--- src/fcr_pkg.sv ---
`default_nettype none
package fcr_pkg;
  // ----------------------------------------------------------------------
  // Event vector layout and timing counts.
  // ----------------------------------------------------------------------
  localparam int unsigned NUM_EV = 16;
  // Category A sources.
  localparam int unsigned EV_DESATURATION_DETECT = 0;
  localparam int unsigned EV_OCP = 1;
  localparam int unsigned EV_ENABLE = 2;
  localparam int unsigned EV_OSM = 3;
  localparam int unsigned EV_TRISTATE = 4;
  // Category B sources.
  localparam int unsigned EV_UV_PRI = 5;
  localparam int unsigned EV_UV_POS = 6;
  localparam int unsigned EV_UV_NEG = 7;
  localparam int unsigned EV_OV_POS = 8;
  localparam int unsigned EV_OV_NEG = 9;
  localparam int unsigned EV_INTERNAL = 10;
  // Category C sources.
  localparam int unsigned EV_GATE_MON = 11;
  localparam int unsigned EV_SHOOT = 12;
  localparam int unsigned EV_OCP_SENSE = 13;
  // Category D self-test failure.
  localparam int unsigned EV_SELFTEST = 14;
  localparam int unsigned EV_SPARE = 15;
  // Masks of the categories that shut the output down.
  localparam logic [15:0] CAT_A_MASK = 16'h001F;
  localparam logic [15:0] CAT_B_MASK = 16'h07E0;
  localparam logic [15:0] FLAGS_RST = 16'h0000;
  // Self-test selection codes.
  localparam logic [2:0] TST_DESATURATION_DETECT = 3'h0;
  localparam logic [2:0] TST_OCP = 3'h1;
  localparam logic [2:0] TST_UVLO = 3'h2;
  localparam logic [2:0] TST_OVLO = 3'h3;
  localparam logic [2:0] TST_CLOCK = 3'h4;
  localparam logic [2:0] TST_DIO = 3'h5;
  // Self-test window: the stimulus is held this long, 4000 ns.
  localparam int unsigned TEST_WIN_NS = 4000;
  localparam int unsigned CLK_NS = 40;
  localparam int unsigned TEST_WIN_CYC_I = TEST_WIN_NS / CLK_NS;
  localparam logic [7:0] TEST_WIN_CYC = 8'(TEST_WIN_CYC_I);
  // Oscillator plausibility limits in ticks per window.
  localparam logic [7:0] OSC_MIN = 8'h40;
  localparam logic [7:0] OSC_MAX = 8'h60;
  // Operating states.
  typedef enum logic [1:0] {
    FCR_RUN,
    FCR_OFF_A,
    FCR_OFF_B
  } fcr_state_t;
endpackage
`default_nettype wire

--- src/fcr_core.sv ---
`default_nettype none
module fcr_core (
  // Clock and reset.
  input  wire logic        clk,
  input  wire logic        rst_b,
  // Switching command and output stage.
  input  wire logic        pwm_in,
  output logic             gate_on_r,
  output logic             gate_tristate_r,
  // Protection comparators and monitors.
  input  wire logic        desaturation_detect,
  input  wire logic        overcurrent_detect,
  input  wire logic        overcurrent_sense_check,
  input  wire logic        external_enable_input,
  input  wire logic        output_stage_mismatch,
  input  wire logic        output_disable_pin,
  input  wire logic        uv_primary,
  input  wire logic        uv_secondary_pos,
  input  wire logic        uv_secondary_neg,
  input  wire logic        ov_secondary_pos,
  input  wire logic        negative_supply_overvoltage,
  input  wire logic        internal_fault,
  input  wire logic        gate_monitor_fault,
  input  wire logic        shoot_through_guard,
  input  wire logic        switch_sense,
  // Configuration.
  input  wire logic        neg_overvoltage_notify_only,
  input  wire logic        tristate_class_a_suppress,
  // Host control.
  input  wire logic        reactivate,
  input  wire logic        reinit,
  input  wire logic [15:0] flag_clear,
  // Self test control.
  input  wire logic        test_start,
  input  wire logic [2:0]  test_sel,
  input  wire logic        osc_tick,
  input  wire logic        secondary_digital_io,
  output logic             primary_digital_io_r,
  output logic             test_stim_r,
  output logic             test_busy_r,
  output logic             test_pass_r,
  // Status.
  output logic [15:0]      error_flags,
  output logic [1:0]       operating_mode_state,
  output logic             fast_fault_pin_b,
  output logic             slow_fault_pin_b,
  output logic             switch_state_r
);
  // ----------------------------------------------------------------------
  // Event classification
  // ----------------------------------------------------------------------
  // One bit per event source. The bit positions match the error flags, so
  // the host reads back exactly which supervision function tripped.
  // The shutdown categories are picked out of this vector by the masks.
  logic [15:0]        ev;
  // Self-test failure, raised only on the last cycle of a window.
  logic               test_fail;
  // Any unmasked category A or category B event in this cycle.
  logic               cat_a;
  logic               cat_b;
  fcr_pkg::fcr_state_t state_r;
  fcr_pkg::fcr_state_t state_nxt;
  logic [7:0]         test_cnt_r;
  logic [7:0]         osc_cnt_r;
  logic [2:0]         test_sel_r;
  logic               test_seen_r;

  // Gathers every event source into one vector.
  // Desaturation and overcurrent only count while the gate is driven on,
  // since both comparators have nothing to judge with the switch off.
  // The enable pin is inverted because a low level is the invalid one.
  always_comb begin
    ev = 16'h0000;
    ev[fcr_pkg::EV_DESATURATION_DETECT] = desaturation_detect & gate_on_r;
    ev[fcr_pkg::EV_OCP] = overcurrent_detect & gate_on_r;
    ev[fcr_pkg::EV_ENABLE] = ~external_enable_input;
    ev[fcr_pkg::EV_OSM] = output_stage_mismatch;
    ev[fcr_pkg::EV_TRISTATE] = output_disable_pin;
    ev[fcr_pkg::EV_UV_PRI] = uv_primary;
    ev[fcr_pkg::EV_UV_POS] = uv_secondary_pos;
    ev[fcr_pkg::EV_UV_NEG] = uv_secondary_neg;
    ev[fcr_pkg::EV_OV_POS] = ov_secondary_pos;
    ev[fcr_pkg::EV_OV_NEG] = negative_supply_overvoltage;
    ev[fcr_pkg::EV_INTERNAL] = internal_fault;
    ev[fcr_pkg::EV_GATE_MON] = gate_monitor_fault;
    ev[fcr_pkg::EV_SHOOT] = shoot_through_guard;
    ev[fcr_pkg::EV_OCP_SENSE] = overcurrent_sense_check;
    ev[fcr_pkg::EV_SELFTEST] = test_fail;
  end

  // Category A: tristate may be suppressed, flag is still raised.
  // The suppress bit only removes the tristate source from the shutdown
  // decision; the flag and the tristate itself are handled elsewhere.
  assign cat_a = |(ev & fcr_pkg::CAT_A_MASK
                   & ~({15'h0000, tristate_class_a_suppress}
                       << fcr_pkg::EV_TRISTATE));
  // Category B: negative overvoltage may be demoted to notify only.
  // Demoted, it changes neither the mode nor the slow fault pin, but its
  // flag still sets through the event vector.
  assign cat_b = |(ev & fcr_pkg::CAT_B_MASK
                   & ~({15'h0000, neg_overvoltage_notify_only}
                       << fcr_pkg::EV_OV_NEG));

  // ----------------------------------------------------------------------
  // Sticky error flags
  // ----------------------------------------------------------------------
  // One sticky flag per event bit. A set that lands in the same cycle as
  // the host's clear wins, so an event is never lost to a badly timed
  // clear; the host simply sees the flag again and clears it once more.
  genvar gi;
  generate
    for (gi = 0; gi < 16; gi++) begin : g_flag
      fcr_flag u_flag (
        .clk    (clk),
        .rst_b  (rst_b),
        .set_i  (ev[gi]),
        .clr_i  (flag_clear[gi]),
        .flag_r (error_flags[gi])
      );
    end
  endgenerate

  // ----------------------------------------------------------------------
  // Operating state
  // ----------------------------------------------------------------------
  // B outranks A; category C never changes the state.
  // Reset leaves the block in the slow shutdown, so the host must run its
  // full initialisation before the first switching command is obeyed.
  // Category A is left by a reactivation pulse, category B only by a
  // reinitialisation pulse, and neither is taken while a cause persists.
  always_comb begin
    state_nxt = state_r;
    case (state_r)
      fcr_pkg::FCR_RUN: begin
        if (cat_b) begin
          state_nxt = fcr_pkg::FCR_OFF_B;
        end else if (cat_a) begin
          state_nxt = fcr_pkg::FCR_OFF_A;
        end
      end
      fcr_pkg::FCR_OFF_A: begin
        if (cat_b) begin
          state_nxt = fcr_pkg::FCR_OFF_B;
        end else if (reactivate && !cat_a) begin
          state_nxt = fcr_pkg::FCR_RUN;
        end
      end
      fcr_pkg::FCR_OFF_B: begin
        if (reinit && !cat_b && !cat_a) begin
          state_nxt = fcr_pkg::FCR_RUN;
        end
      end
      default: begin
        state_nxt = fcr_pkg::FCR_OFF_B;
      end
    endcase
  end

  // Registers the operating state.
  // The state is read straight out as the operating mode. Unknown codes
  // fall back to the slow shutdown, the safest place to recover from.
  always_ff @(posedge clk) begin
    if (!rst_b) begin
      state_r <= fcr_pkg::FCR_OFF_B;
    end else begin
      state_r <= state_nxt;
    end
  end

  assign operating_mode_state = state_r;

  // ----------------------------------------------------------------------
  // Output stage
  // ----------------------------------------------------------------------
  // Gate follows the command only in run; shutdown forces it off at once.
  // The shutdown term uses the live categories too, so the gate drops on
  // the very edge that samples the event, not one cycle later.
  // A running self test also holds the gate off.
  always_ff @(posedge clk) begin
    if (!rst_b) begin
      gate_on_r <= 1'b0;
    end else if (state_r != fcr_pkg::FCR_RUN || cat_a || cat_b) begin
      gate_on_r <= 1'b0;
    end else if (test_busy_r) begin
      gate_on_r <= 1'b0;
    end else begin
      gate_on_r <= pwm_in;
    end
  end

  // Tristates the stage on the disable pin regardless of suppression.
  // The suppress bit only decides whether a shutdown follows, so the
  // stage is released from the pin even while the block keeps running.
  always_ff @(posedge clk) begin
    if (!rst_b) begin
      gate_tristate_r <= 1'b0;
    end else begin
      gate_tristate_r <= output_disable_pin;
    end
  end

  // Reports the sensed switch state, notification only.
  // It never feeds back into the state machine or the gate.
  always_ff @(posedge clk) begin
    if (!rst_b) begin
      switch_state_r <= 1'b0;
    end else begin
      switch_state_r <= switch_sense;
    end
  end

  // Fault pins are low while the matching shutdown holds.
  // Both are decoded from the state register, so they do not glitch and
  // release on the edge that leaves the shutdown.
  assign fast_fault_pin_b = (state_r != fcr_pkg::FCR_OFF_A);
  assign slow_fault_pin_b = (state_r != fcr_pkg::FCR_OFF_B);

  // ----------------------------------------------------------------------
  // Intrusive self tests
  // ----------------------------------------------------------------------
  // Accepts a start only in shutdown, when the application is idle.
  // The window counter loads the fixed length and counts down to one; the
  // last cycle is the one on which the verdict is taken. A start during a
  // running window is ignored.
  always_ff @(posedge clk) begin
    if (!rst_b) begin
      test_busy_r <= 1'b0;
      test_sel_r <= fcr_pkg::TST_DESATURATION_DETECT;
      test_cnt_r <= 8'h00;
    end else if (!test_busy_r) begin
      if (test_start && state_r != fcr_pkg::FCR_RUN) begin
        test_busy_r <= 1'b1;
        test_sel_r <= test_sel;
        test_cnt_r <= fcr_pkg::TEST_WIN_CYC;
      end
    end else if (test_cnt_r == 8'h01) begin
      test_busy_r <= 1'b0;
      test_cnt_r <= 8'h00;
    end else begin
      test_cnt_r <= test_cnt_r - 8'h01;
    end
  end

  // Drives the stimulus and, for the channel test, the digital output.
  // Both lag the busy flag by one cycle, which the window length absorbs.
  always_ff @(posedge clk) begin
    if (!rst_b) begin
      test_stim_r <= 1'b0;
      primary_digital_io_r <= 1'b0;
    end else begin
      test_stim_r <= test_busy_r;
      primary_digital_io_r <= test_busy_r
                              && test_sel_r == fcr_pkg::TST_DIO;
    end
  end

  // Records whether the injected fault was seen, and counts oscillator ticks.
  // The tick counter saturates so that a runaway oscillator cannot wrap
  // round into the legal band. Both are cleared between windows.
  always_ff @(posedge clk) begin
    if (!rst_b) begin
      test_seen_r <= 1'b0;
      osc_cnt_r <= 8'h00;
    end else if (!test_busy_r) begin
      test_seen_r <= 1'b0;
      osc_cnt_r <= 8'h00;
    end else begin
      if (osc_tick && osc_cnt_r != 8'hFF) begin
        osc_cnt_r <= osc_cnt_r + 8'h01;
      end
      case (test_sel_r)
        fcr_pkg::TST_DESATURATION_DETECT: begin
          test_seen_r <= test_seen_r | desaturation_detect;
        end
        fcr_pkg::TST_OCP: begin
          test_seen_r <= test_seen_r | overcurrent_detect;
        end
        fcr_pkg::TST_UVLO: begin
          test_seen_r <= test_seen_r | uv_secondary_pos;
        end
        fcr_pkg::TST_OVLO: begin
          test_seen_r <= test_seen_r | ov_secondary_pos;
        end
        fcr_pkg::TST_DIO: begin
          test_seen_r <= test_seen_r | secondary_digital_io;
        end
        default: begin
          test_seen_r <= test_seen_r;
        end
      endcase
    end
  end

  // Judges the test on the last window cycle.
  // The clock test compares the tick count against its band; every other
  // test fails when its monitor never reported the injected fault. A
  // failure raises the self-test event and so its sticky flag.
  always_comb begin
    test_fail = 1'b0;
    if (test_busy_r && test_cnt_r == 8'h01) begin
      if (test_sel_r == fcr_pkg::TST_CLOCK) begin
        test_fail = (osc_cnt_r < fcr_pkg::OSC_MIN)
                    || (osc_cnt_r > fcr_pkg::OSC_MAX);
      end else begin
        test_fail = ~test_seen_r;
      end
    end
  end

  // Holds the verdict of the latest test.
  // A new start clears it, so a stale pass is never read as a fresh one.
  always_ff @(posedge clk) begin
    if (!rst_b) begin
      test_pass_r <= 1'b0;
    end else if (test_start && !test_busy_r) begin
      test_pass_r <= 1'b0;
    end else if (test_busy_r && test_cnt_r == 8'h01) begin
      test_pass_r <= ~test_fail;
    end
  end
endmodule // fcr_core
`default_nettype wire

--- src/fcr_flag.sv ---
`default_nettype none
// Sticky flag: hardware set wins over host clear.
module fcr_flag (
  // Clock and reset.
  input  wire logic clk,
  input  wire logic rst_b,
  // Set and clear.
  input  wire logic set_i,
  input  wire logic clr_i,
  output logic      flag_r
);
  // Holds the flag until cleared, a new set in the clear cycle wins.
  always_ff @(posedge clk) begin
    if (!rst_b) begin
      flag_r <= 1'b0;
    end else if (set_i) begin
      flag_r <= 1'b1;
    end else if (clr_i) begin
      flag_r <= 1'b0;
    end
  end
endmodule // fcr_flag
`default_nettype wire

--- config.mk ---
export PLATFORM = sky130hd
export DESIGN_NAME = fcr_core
export DESIGN_NICKNAME = d
export VERILOG_FILES = /design/src/fcr_pkg.sv /design/src/fcr_core.sv /design/src/fcr_flag.sv
export SDC_FILE = /design/constraint.sdc
export NUM_CORES = 1
export LEC_CHECK = 0
export BUFFER_PORTS_ARGS = -buffer_cell sky130_fd_sc_hd__buf_4
export CORE_MARGIN = 2
export CORE_UTILIZATION = 47
export CTS_CLUSTER_DIAMETER = 50
export DETAILED_ROUTE_END_ITERATION = 10
export GPL_TIMING_DRIVEN = 0
export PLACE_DENSITY = 0.76
export SYNTH_ARGS = -nofsm -noshare
export SYNTH_HDL_FRONTEND = slang
export SYNTH_HIERARCHICAL = 1
export SYNTH_SLANG_ARGS = --single-unit
--- constraint.sdc ---
create_clock -name clk -period 4 [get_ports clk]
set_input_delay 1 -clock clk [delete_from_list [all_inputs] [get_ports clk]]
set_output_delay 1 -clock clk [all_outputs]
set_load 0.01 [all_outputs]
==> impl.org, run 1 <==
** Run status
- Outcome :: finished, final reports clean

** Logic synthesis
- Synthesis inferred 45 register bits.
- Cell types with the largest area share after synthesis :: sky130_fd_sc_hd__dfxtp_1 (44%), sky130_fd_sc_hd__nor2b_4 (11%), sky130_fd_sc_hd__o21a_1 (6.2%)
- The synthesized netlist occupies a cell area of 2046 um2.
- The top cell type by area accounts for between 40 and 50% of the synthesized area.
- Counting every instance in the synthesized netlist gives 210.
- Of the synthesized area, sequential elements account for 44.04%.
- Of all cell types, the one taking the most synthesized area is sky130_fd_sc_hd__dfxtp_1.
- Syn_area_per_cell :: roughly 9.7 um2
- The number of different library cells used by synthesis comes to 40.
- Total nets after synthesis :: around 260
- Warnings, synthesis :: 6

** Route
- 1st-iter DRT viols :: 58
- WL final :: 4577 um
- In this run the remaining antenna-violating nets after routing total 0.
- Via density per instance :: 5.214
- Wire length per cell :: 13.58 um
- Number of optimization iterations in the first detailed-route pass :: 4
- Drc violations :: 0
- Total number of vias :: 1757

** Clock network
- Number of hold buffers added after cts :: 0
- Clock-pin slew was measured on the worst setup and hold paths at 80 ps.
- CTS placed an instance of sky130_fd_sc_hd__clkbuf_8 at the clock tree root.
- Post-CTS Setup Repair Bufs :: 0
- Htree depth :: 2
- At the later pin of the worst-skew pair, clock insertion delay measures 290 ps.
- The longest clock path from root to sink contains 2 buffers.
- Sink Count :: 45
- Clock tree synthesis inserted a total of 5 buffers.
- TritonCTS built the clock tree.
- Once the clock tree was built, the resizer swapped 0 gates to a different size.

** Worst hold path
- The min-delay analysis places its worst path in the category register to register.
- Min-Delay Path Depth :: 2

** Final layout
- From synthesis to final layout, the design area changed by 32.97%.
- In the final layout, the share of cells above drive strength 1 is roughly a third.
- The number of antenna diodes in the final layout is 0.
- In the layout the commonest cells are sky130_fd_sc_hd__buf_4 (70), sky130_fd_sc_hd__dfxtp_1 (45), sky130_fd_sc_hd__o21a_1 (17).
- After the last flow step, the layout net total stands at 334.
- The library cell used most frequently in the layout, excluding fill and tap cells, is sky130_fd_sc_hd__buf_4.
- With fillers left out, the area of the finished cells amounts to about 2700 um2.

** Timing
- On the final layout, the worst clock skew is just over 3 ps.
- Number of setup violations in the final report :: 0
- Worst hold slack after final layout :: 485.4 ps
- The hold violation count in the final report came to 0.
- The max-slew violation count is 0.
- Tcrit/Tclk final :: 53.71%
- Setup repair after global routing left no endpoint under its margin.
- The worst path needs 2148 ps of the cycle, external delays included.
- Achievable Freq :: around 470 MHz
- After routing, the total negative slack on setup checks comes to 0 ps.
- The worst path meets setup with 1852 ps of slack.

** Setup path
- STA classifies the critical path startpoint as an input port.
- Number of cell instances on the worst register-to-register path :: 5
- Worst Setup End Kind :: register
- For the worst setup path, the data required time is 4240 ps.
- Data arrives at the worst endpoint at between 2000 and 2500 ps.
- The critical path is of the input port to register type.
- Largest fanout on the critical path :: 3

** Place
- Buffers placed on the I/O ports in this run total 70.
- Routability-driven placement finished with a final weighted congestion of approximately 0.88.
- HPWL reported at the end of detailed placement :: 3539 um
- Placed cell areas :: ~2600 um2
- Setup slack after placement :: 1543 ps

** Global routing
- Entering global routing, the biggest net connects 24 pins.
- Global-route wire length before repair :: 7327 um
- The via count of the first global-routing pass came to 1613.
- Initial antenna violation count :: 0
- Summed over all layers, the global routing overflow is 0.
- Global routing consumed, over all layers together, 18.69% of the routing resources.

** Floorplan
- Die Y-Extent :: 69.98 um
- Die Outline Area :: 4897 um2
- Core area :: 4086 um2
- For this configuration, the core starts out at a cell density of about half.
- The floorplan has 23 rows.
- Count of boundary I/O pins :: 71
- The floorplan step set the die width to 69.98 um.

** Job
- Max-Cap Viols :: 0

** Power
- For this design the ratio of total power to cell area is around 340 nW/um2.
- VDD sags by at most ~240 uV.
- For this design the static power due to leakage is around 1.2 nW.
## path summary, 6_finish.rpt
kind | startpoint | slack (ps) | end
max | uv_secondary_neg | 1850 | gate_on_r
min | test_pass_r | 490 | test_pass_r
max reg2reg | test_cnt_r[0] | 2140 | g_flag[14].u_flag/flag_r
min reg2reg | test_pass_r | 490 | test_pass_r
## per-layer routing
| layer | vias up | part of all wire (%) | track usage (%) |
|---|---|---|---|
| met3 | 12 | 4.0 | 4.473 |
| met5 | - | 0 | 0 |
| met4 | 0 | 2.7 | 8.333 |
| met1 | 809 | 45 | 22.48 |
| li1 | 898 | - | - |
| met2 | 38 | 48 | 31.53 |
## synthesized netlist by cell type
library cell / count
sky130_fd_sc_hd__dfxtp_1: 45
sky130_fd_sc_hd__o21a_1: 17
sky130_fd_sc_hd__nor2_1: 16
sky130_fd_sc_hd__nor2b_4: 16
sky130_fd_sc_hd__a21oi_1: 14
sky130_fd_sc_hd__nand2_1: 11
sky130_fd_sc_hd__nand3_1: 8
sky130_fd_sc_hd__inv_1: 7
sky130_fd_sc_hd__nand2b_1: 7
sky130_fd_sc_hd__o21ai_0: 6
sky130_fd_sc_hd__nor3_1: 5
sky130_fd_sc_hd__and2_1: 4
sky130_fd_sc_hd__nor2b_1: 4
sky130_fd_sc_hd__and4_1: 3
sky130_fd_sc_hd__clkbuf_1: 3
sky130_fd_sc_hd__ha_1: 3
sky130_fd_sc_hd__mux2i_1: 3
sky130_fd_sc_hd__o21ai_1: 3
sky130_fd_sc_hd__or3_1: 3
sky130_fd_sc_hd__xor2_1: 3
sky130_fd_sc_hd__a211oi_1: 2
sky130_fd_sc_hd__a21o_1: 2
sky130_fd_sc_hd__nand3b_1: 2
sky130_fd_sc_hd__nand4_1: 2
sky130_fd_sc_hd__nor3b_1: 2
sky130_fd_sc_hd__nor4_1: 2
sky130_fd_sc_hd__nor4b_2: 2
sky130_fd_sc_hd__or4_1: 2
sky130_fd_sc_hd__xnor2_1: 2
sky130_fd_sc_hd__a221oi_1: 1
sky130_fd_sc_hd__a2bb2oi_1: 1
sky130_fd_sc_hd__a31oi_1: 1
sky130_fd_sc_hd__a32oi_1: 1
sky130_fd_sc_hd__and3_1: 1
sky130_fd_sc_hd__conb_1: 1
sky130_fd_sc_hd__inv_2: 1
sky130_fd_sc_hd__mux4_2: 1
sky130_fd_sc_hd__o311ai_0: 1
sky130_fd_sc_hd__o41ai_1: 1
sky130_fd_sc_hd__or4_4: 1
## critical path, stage by stage
cell                      delay, ps
sky130_fd_sc_hd__buf_4          110
sky130_fd_sc_hd__or4_1          520
sky130_fd_sc_hd__or4_4          440
sky130_fd_sc_hd__nor2b_1        120
sky130_fd_sc_hd__and4_1         200
## registers in the layout (all words and copies together) (netlist names)
| register | flops |
|---|---|
| test_busy_r | 1 |
| test_cnt_r | 8 |
| test_seen_r | 1 |
| g_flag.u_flag/flag_r | 16 |
| gate_on_r | 1 |
| test_pass_r | 1 |
| switch_state_r | 1 |
| osc_cnt_r | 8 |
| test_sel_r | 3 |
| primary_digital_io_r | 1 |
| gate_tristate_r | 1 |
| test_stim_r | 1 |
| operating_mode_state | 2 |
## metrics by stage
stage | util [%] | total power, mW | std cells
after global placement | 64.45 | 0.6418 | 330
after floorplan | - | 0.5699 | 210
after global routing | 66.56 | 0.9555 | 337
after CTS | 66.56 | 0.9232 | 337
final | 66.56 | 0.9151 | 337
after detailed placement | 64.45 | 0.6455 | 330
## cell type report
class	count	area (um2)
clock buffers	7	86.33
fillers	355	1366
multi-input cells	154	1104
repair buffers	70	525.5
inverters	8	30.03
flip-flops and latches	45	900.9
well taps	50	62.56
plain buffers	3	11.26
## cells by family after synthesis
family,synth area share (%)
AO/OA/AOI/OAI,15.78
XOR/XNOR,2.141
adder cells (fa/ha/maj),1.835
buffers and inverters,2.018
flip-flops,44.04
multiplexers,2.569
other,0.1833
AND/OR/NAND/NOR,31.44
## power by group
group / switching, mW / internal (mW) / total [mW]
sequential: 0.0166 / 0.470 / 0.486
clock: 0.143 / 0.137 / 0.280
combinational: 0.0657 / 0.0828 / 0.148
Note: power is estimated with default switching activity, not from simulation.
==> inputs of run 2 (changes only) <==
--- a/config.mk
+++ b/config.mk
@@ -7,7 +7,7 @@
 export LEC_CHECK = 0
 export BUFFER_PORTS_ARGS = -buffer_cell sky130_fd_sc_hd__buf_4
 export CORE_MARGIN = 2
-export CORE_UTILIZATION = 47
+export CORE_UTILIZATION = 45
 export CTS_CLUSTER_DIAMETER = 50
 export DETAILED_ROUTE_END_ITERATION = 10
 export GPL_TIMING_DRIVEN = 0
==> constraint.sdc (replaced) <==
create_clock -name clk -period 1.9 [get_ports clk]
set_input_delay 0.475 -clock clk [delete_from_list [all_inputs] [get_ports clk]]
set_output_delay 0.475 -clock clk [all_outputs]
set_load 0.01 [all_outputs]
==> run 2 against run 1 <==
Effect of this change:
- critical path type is now register to register
- utilization down 3.1 points
- critical path depth is the same
- clock power grew to 2.6 times the previous value
- register-to-register slack worse by 2000 ps
- hold slack lost 100 ps
- setup slack worse by 1700 ps
- combinational power grew 110%
- highest routed layer unchanged
- sequential cell count unchanged
- final cell count up 0.89%
==> impl.org, run 2 (same netlist as run 1, synthesis figures left out) <==
** Run status
- The flow ran to the end, and the final reports show no timing, DRC or antenna violations.

** Floorplan
- Core area :: 4354 um2 (+6.6%)
- The total die area is 5102 um2 (+4.2%).
- The starting density of the core was 46.98% (-3.1 points).
- Die Y-Extent :: 71.43 um (+2.1%)
- Row count :: 24 (+4.3%)
- Die width :: 71.43 um (+2.1%)
- The top-level I/O count is 71 (unchanged).

** Timing
- After layout, the worst path uses 90.33% of the clock period.
- Slew @ Worst Pin :: about 500 ps
- The post-route worst setup slack was 183.8 ps (-1668 ps).
- Final critical delay including setup and external delays :: 1716 ps
- The clock skew came to 5.597 ps (+2.516 ps).
- Number of setup violations in the final report :: 0 (unchanged)
- Measured against its own limit, the worst slew margin works out to 66.63%.
- Final-layout setup total negative slack :: 0 ps (unchanged)
- Setup repair after global routing left no endpoint under its margin.
- Number of hold-slack violations in the final timing report :: 0 (unchanged)
- The max-slew violation count is 0 (unchanged).
- The final hold slack is 385.5 ps (-99.91 ps).
- Timing would allow up to 582.7 MHz.

** Setup path
- Largest fanout on the critical path :: 5 (+2)
- The setup slack of the most critical reg-to-reg path is 180 ps (-1960 ps).
- Data arrival time at the worst-slack endpoint :: 1950 ps (-440 ps)
- STA classifies the critical path endpoint as a register.
- The depth of the worst register-to-register path was 5 (unchanged).
- STA classifies the critical path startpoint as a register.
- The endpoint identified for the worst register-to-register timing path is g_flag[14].u_flag/flag_r.
- The worst register-to-register path begins at test_cnt_r[0].
- Worst Path Class, Setup :: register to register
- WP data required :: 2140 ps (-2100 ps)

** Final layout
- The largest registers in the layout are g_flag.u_flag/flag_r x16, osc_cnt_r x8, test_cnt_r x8.
- In the layout the commonest cells are sky130_fd_sc_hd__buf_4 (70), sky130_fd_sc_hd__dfxtp_1 (45), sky130_fd_sc_hd__o21a_1 (17).
- Post-route core utilization :: 63.42% (-3.1 points)
- The library cell used most frequently in the layout, excluding fill and tap cells, is sky130_fd_sc_hd__buf_4.
- g_flag.u_flag/flag_r holds more flip-flops than any other register.
- The antenna diode instance count was 0 (unchanged).
- The number of nets in the final layout was 334 (unchanged).
- The final cell count without fillers is 340 (+0.89%).
- Syn-to-layout area delta :: 34.98%
- Fraction of final layout cells with drive strength greater than 1 :: 34.03% (+0.23 points)
- The flip-flop count of the largest register, all copies and words added is 16 (unchanged).
- Fill cell count :: 383 (+7.9%)
- Post-route cell area :: 2761 um2 (+1.5%)

** Global routing
- The first-pass GRT wire length came to 7521 um (+2.6%).
- The total overflow reported by the global router is 0 (unchanged).
- Total global routing track utilization :: 18.72% (+0.029 points)
- The via count of the first global-routing pass came to 1631 (+1.1%).
- The number of antenna violations at the first check in global routing is 0 (unchanged).
- Pin count of the biggest net entering global routing :: 24 (unchanged)

** Power
- Power density normalized to cell area :: 752.5 nW/um2 (+120%)
- Overall power consumption :: 2.078 mW (+130%)
- Comb pwr share :: 15.1% (-1.1 points)
- Peak ir drop on the vdd network :: 474.2 uV (+98%)
- The net switching power came to 0.4846 mW (+110%).
- The internal power came to 1.593 mW (+130%).
- Total leakage power :: 1.170 nW (+1.4%)
- The fraction of power consumed by sequential logic was 49.4% (-3.7 points).
- The switching part of the total power came to 23.32% (-1.3 points).
- The clock network power share is 35.5% (+4.9 points).

** Clock network
- The hold-fix buffer count after cts came to 0 (unchanged).
- TritonCTS built the clock tree.
- The number of buffers added by the clock tree synthesis step is 5 (unchanged).
- The number of buffers inserted by post-CTS setup repair came to 0 (unchanged).
- Clock transition at path regs :: 80 ps (about the same)
- The H-tree depth reported by CTS was 2 (unchanged).
- The clock latency on the worst-skew pair is 290 ps (about the same).
- Clk Tree Root Cell :: sky130_fd_sc_hd__clkbuf_8
- Resize count post-CTS :: 0 (unchanged)
- Max Buffers Root-to-Sink :: 2 (unchanged)
- The TritonCTS sink count was 45 (unchanged).

** Place
- The worst slack at placement came to -29.29 ps (-1572 ps).
- Final GP Congestion :: 0.9115 (+3.3%)
- Count of buffers inserted at the top-level ports :: 70 (unchanged)
- The placed wire-length estimate after detailed placement came to 3539 um (unchanged).
- The cell count after placement came to 332 (+0.61%).
- The post-place instance area came to 2636 um2 (about the same).

** Worst hold path
- Min-Delay Path Depth :: 2 (unchanged)
- The path with the worst hold slack has its endpoint at switch_state_r.
- The worst hold path begins at switch_sense.
- Path category of the worst min-delay check :: input port to register

** Route
- The total via count after detailed routing is 1736 (-1.2%).
- Number of optimization iterations in the first detailed-route pass :: 4 (unchanged)
- Via density per instance :: 5.106 (-2.1%)
- WL final :: 4578 um (about the same)
- The final routed DRC violation total is 0 (unchanged).
- The final routed wire length divided by cell count came to 13.46 um (-0.86%).
- 1st-iter DRT viols :: 96 (+66%)
- Remaining antenna violation count :: 0 (unchanged)

** Job
- Max-Cap Viols :: 0 (unchanged)
==> run 2: cell types whose count changed in the layout (fill, tap and decap cells not counted), sizes merged <==
cell	delta
bufinv	+1
==> run 2: critical path, cell delays in order, from the launching register on <==
cell	delay, ps
sky130_fd_sc_hd__dfxtp_1	390
sky130_fd_sc_hd__ha_1	180
sky130_fd_sc_hd__nor4b_4	340
sky130_fd_sc_hd__nand3_1	200
sky130_fd_sc_hd__a221oi_1	380
sky130_fd_sc_hd__o21a_1	180
==> run 2: layer usage <==
| metal | vias up | part of all wire (%) | global-route usage [%] |
|---|---|---|---|
| met4 | 0 | 1.1 | 7.128 |
| met2 | 31 | 52 | 33.13 |
| met3 | 4 | 4.1 | 3.516 |
| met5 | - | 0 | 0 |
| met1 | 802 | 43 | 22.42 |
| li1 | 899 | - | - |
==> run 2: power groups by stage <==
| stage | Clock (mW) | Sequential (mW) | Combinational (mW) |
|---|---|---|---|
| after global routing | 0.780 | 1.03 | 0.343 |
| final | 0.737 | 1.03 | 0.314 |
| after floorplan | 0 | 1.05 | 0.148 |
| after detailed placement | 0 | 1.05 | 0.312 |
| after CTS | 0.754 | 1.02 | 0.314 |
| after global placement | 0 | 1.04 | 0.308 |
==> run 2: worst max-delay path by stage <==
stage                                start                        to  depth (start not counted)
after floorplan           uv_secondary_neg                 gate_on_r                          4
after global placement    uv_secondary_neg                 gate_on_r                          5
after detailed placement  uv_secondary_neg                 gate_on_r                          5
after CTS                    test_cnt_r[0]  g_flag[14].u_flag/flag_r                          5
after global routing         test_cnt_r[0]  g_flag[14].u_flag/flag_r                          5
final                        test_cnt_r[0]  g_flag[14].u_flag/flag_r                          5
==> run 2: area by class of cell <==
type	count	area [um2]	share of cell area (%)
repair buffers	70	525.5	19.03
inverters	8	30.03	1.087
clock inverters	1	30.03	1.087
plain buffers	3	11.26	0.4078
flip-flops and latches	45	900.9	32.62
multi-input cells	154	1112	40.28
clock buffers	7	86.33	3.126
well taps	52	65.06	2.356
==> inputs of run 3 (changes only) <==
--- a/config.mk
+++ b/config.mk
@@ -7,11 +7,12 @@
 export LEC_CHECK = 0
 export BUFFER_PORTS_ARGS = -buffer_cell sky130_fd_sc_hd__buf_4
 export CORE_MARGIN = 2
-export CORE_UTILIZATION = 45
+export CORE_UTILIZATION = 46
+export CTS_BUF_LIST = sky130_fd_sc_hd__clkbuf_2
 export CTS_CLUSTER_DIAMETER = 50
 export DETAILED_ROUTE_END_ITERATION = 10
 export GPL_TIMING_DRIVEN = 0
-export PLACE_DENSITY = 0.76
+export PLACE_DENSITY = 0.77
 export SYNTH_ARGS = -nofsm -noshare
 export SYNTH_HDL_FRONTEND = slang
 export SYNTH_HIERARCHICAL = 1
==> run 3 against run 2 <==
Effect of this change:
- critical path depth unchanged
- global-route usage fell by 0.12 points
- wire length shrank 3.1%
- design area down 2.6%
- hold slack lost 130 ps
- maximum frequency up 6.6%
- die area decreased by 2.1%
- via count increased by 0.29%
- critical path type unchanged
- critical endpoint unchanged
- highest routed layer unchanged
==> impl.org, run 3 (same netlist as run 1, synthesis figures left out) <==
** Setup path
- Data arrival time at the worst-slack endpoint :: 1990 ps (+40 ps)
- Worst Path Class, Setup :: register to register
- The slowest stage of the critical path is the sky130_fd_sc_hd__dfxtp_1 cell.
- Largest fanout on the critical path :: 5 (unchanged)
- Traced cell by cell, the critical path runs through ha_1, nor4b_4, nand3_1, a221oi_2, o21a_1.
- The setup slack of the most critical reg-to-reg path came to 290 ps (+110 ps).
- The worst register-to-register path ends at g_flag[14].u_flag/flag_r.
- The longest individual stage delay on the worst path was 430 ps (+40 ps).
- STA classifies the critical path startpoint as a register.
- The depth of the worst register-to-register path is 5 (unchanged).
- Worst Setup End Kind :: register
- The worst path required time is 2280 ps (+140 ps).
- In this run the critical register-to-register path is launched from test_cnt_r[0].

** Floorplan
- Die width :: 70.69 um (-1.0%)
- Row count :: 24 (unchanged)
- The top-level I/O count is 71 (unchanged).
- Die Y-Extent :: 70.69 um (-1.0%)
- The total die area is 4996 um2 (-2.1%).
- Core area :: 4324 um2 (-0.69%)
- The starting density of the core is 47.31% (+0.33 points).

** Place
- Placed cell areas :: 2636 um2 (unchanged)
- Final GP Congestion :: 0.8602 (-5.6%)
- The placed wire-length estimate after detailed placement came to 3494 um (-1.3%).
- Count of buffers inserted at the top-level ports :: 70 (unchanged)

** Timing
- Max-slew violation total from the final report :: 0 (unchanged)
- Number of setup violations in the final report :: 0 (unchanged)
- The highest clock rate is 621.0 MHz (+6.6%).
- Setup repair after global routing left no endpoint under its margin.
- The post-route clock period utilization is 84.76% (-5.6 points).
- The hold violation count in the final report came to 0 (unchanged).
- The summed negative setup slack over all endpoints came to 0 ps (unchanged).
- The final hold slack was 250.9 ps (-134.6 ps).
- Final critical delay including setup and external delays :: 1610 ps (-105.8 ps)
- Worst clock skew on the final layout :: 15.61 ps (+10.02 ps)

** Clock network
- The tree is rooted in a sky130_fd_sc_hd__clkbuf_2.
- The hold-fix buffer count after cts was 0 (unchanged).
- Htree depth :: 2 (unchanged)
- Number of clock buffers inserted by TritonCTS :: 5 (unchanged)
- TritonCTS built the clock tree.
- The clock latency on the worst-skew pair is 410 ps (+120 ps).
- Sink Count :: 45 (unchanged)
- Max Buffers Root-to-Sink :: 2 (unchanged)
- The clock slew seen by the registers of the worst setup and hold paths was 220 ps (+140 ps).

** Final layout
- The largest registers in the layout are g_flag.u_flag/flag_r x16, osc_cnt_r x8, test_cnt_r x8.
- The fraction of final layout cells with drive strength greater than 1 is 34.03% (unchanged).
- Post-route cell area :: 2689 um2 (-2.6%)
- Syn-to-layout area delta :: 31.44%
- The area of combinational cells with multiple inputs came to 1119 um2 (+0.56%).
- Leading cell types in the layout, fill and taps excluded :: sky130_fd_sc_hd__buf_4 (70), sky130_fd_sc_hd__dfxtp_1 (45), sky130_fd_sc_hd__o21a_1 (17)
- The combined flip-flop and latch cell area was 900.9 um2 (unchanged).
- Max reg flops :: 16 (unchanged)
- Fill cell count :: 399 (+4.2%)
- The library cell used most frequently in the layout, excluding fill and tap cells, is sky130_fd_sc_hd__buf_4.
- The number of nets in the final layout is 334 (unchanged).
- The antenna diode instance count came to 0 (unchanged).
- The register with the most flip-flops in the final layout is g_flag.u_flag/flag_r.
- Post-route core utilization :: 62.18% (-1.2 points)

** Worst hold path
- The worst hold path terminates at g_flag[12].u_flag/flag_r.
- Path category of the worst min-delay check :: input port to register
- Min-Delay Path Depth :: 2 (unchanged)
- In this run the most critical hold path is launched from shoot_through_guard.

** Route
- The final routed DRC violation total is 0 (unchanged).
- The total via count after detailed routing is 1741 (+0.29%).
- The total iterations of the first detailed-routing run was 4 (unchanged).
- Wire length per cell :: 13.05 um (-3.1%)
- The residual antenna-violating net count after detailed routing came to 0 (unchanged).
- Via density per instance :: 5.121 (+0.29%)
- The violation count after the first detailed-route iteration came to 76 (-21%).
- WL final :: 4436 um (-3.1%)

** Power
- Total leakage power :: 1.143 nW (-2.3%)
- The total power draw came to 1.717 mW (-17%).
- The worst voltage drop across the vdd grid came to 514.6 uV (+8.5%).
- The total power density per cell area was 638.7 nW/um2 (-15%).

** Global routing
- The first-pass GRT wire length is 7431 um (-1.2%).
- Initial antenna violation count :: 0 (unchanged)
- Total global routing track utilization :: 18.60% (-0.12 points)
- The total overflow reported by the global router was 0 (unchanged).
- Number of global-route vias before repair :: 1686 (+3.4%)
- The maximum number of pins on one net before global-route repair was 24 (unchanged).

** Job
- Max-Cap Viols :: 0 (unchanged)

** Run status
- The flow ran to the end, and the final reports show no timing, DRC or antenna violations.
## run 3: cell count changes in the layout (fill, tap and decap cells not counted), sizes merged
cell and change:
clkbuf -2, bufinv -1, clkinv +3
## run 3: how the worst max path moves through the flow
stage	from	cells after the start	end	slack [ps]
finish	test_cnt_r[0]	5	g_flag[14].u_flag/flag_r	290
global route	test_cnt_r[0]	5	g_flag[14].u_flag/flag_r	120
CTS	test_cnt_r[0]	5	g_flag[14].u_flag/flag_r	20
detailed placement	uv_secondary_neg	5	gate_on_r	-30
global placement	uv_secondary_neg	5	gate_on_r	-20
floorplan	uv_secondary_neg	4	gate_on_r	160
## run 3: critical path, delay by kind of cell (launching register included)
kind / cells / cell delay [ps]
AND/OR/NAND/NOR: 2 / 530
AO/OA/AOI/OAI: 2 / 460
flip-flops: 1 / 430
adder cells (fa/ha/maj): 1 / 180
## run 3: final cells by class
type                            instances  share of cell area (%)
Timing Repair Buffer                   70                   19.54
Inverter                                8                   1.117
Sequential cell                        45                   33.50
Multi-Input combinational cell        154                   41.60
Tap cell                               52                   2.420
Clock buffer                            5                  0.9307
Clock inverter                          3                  0.4653
Buffer                                  3                  0.4188
## run 3: what timing repair did
action,CTS,global route
setup buffers,0,0
setup endpoints to repair,0,2
gates resized for setup,0,2
## run 3: metrics by stage
step	cells	setup slack, ps
after global placement	332	-21.49
final	340	289.6
after CTS	340	19.97
after detailed placement	332	-28.87
after global routing	340	122.9
after floorplan	210	161.1
## run 3: power by group
group / leakage [nW] / switching, mW / internal, mW
combinational: 0.746 / 0.138 / 0.176
clock: 0.0278 / 0.294 / 0.0806
sequential: 0.370 / 0.0373 / 0.991
## run 3: routing by layer
| layer | wire, um | track usage (%) | part of all wire, % |
|---|---|---|---|
| met1 | 1886 | 22.61 | 43 |
| met2 | 2227 | 31.46 | 50 |
| met3 | 223 | 4.843 | 5.0 |
| met4 | 99 | 7.338 | 2.2 |
| met5 | 0 | 0 | 0 |
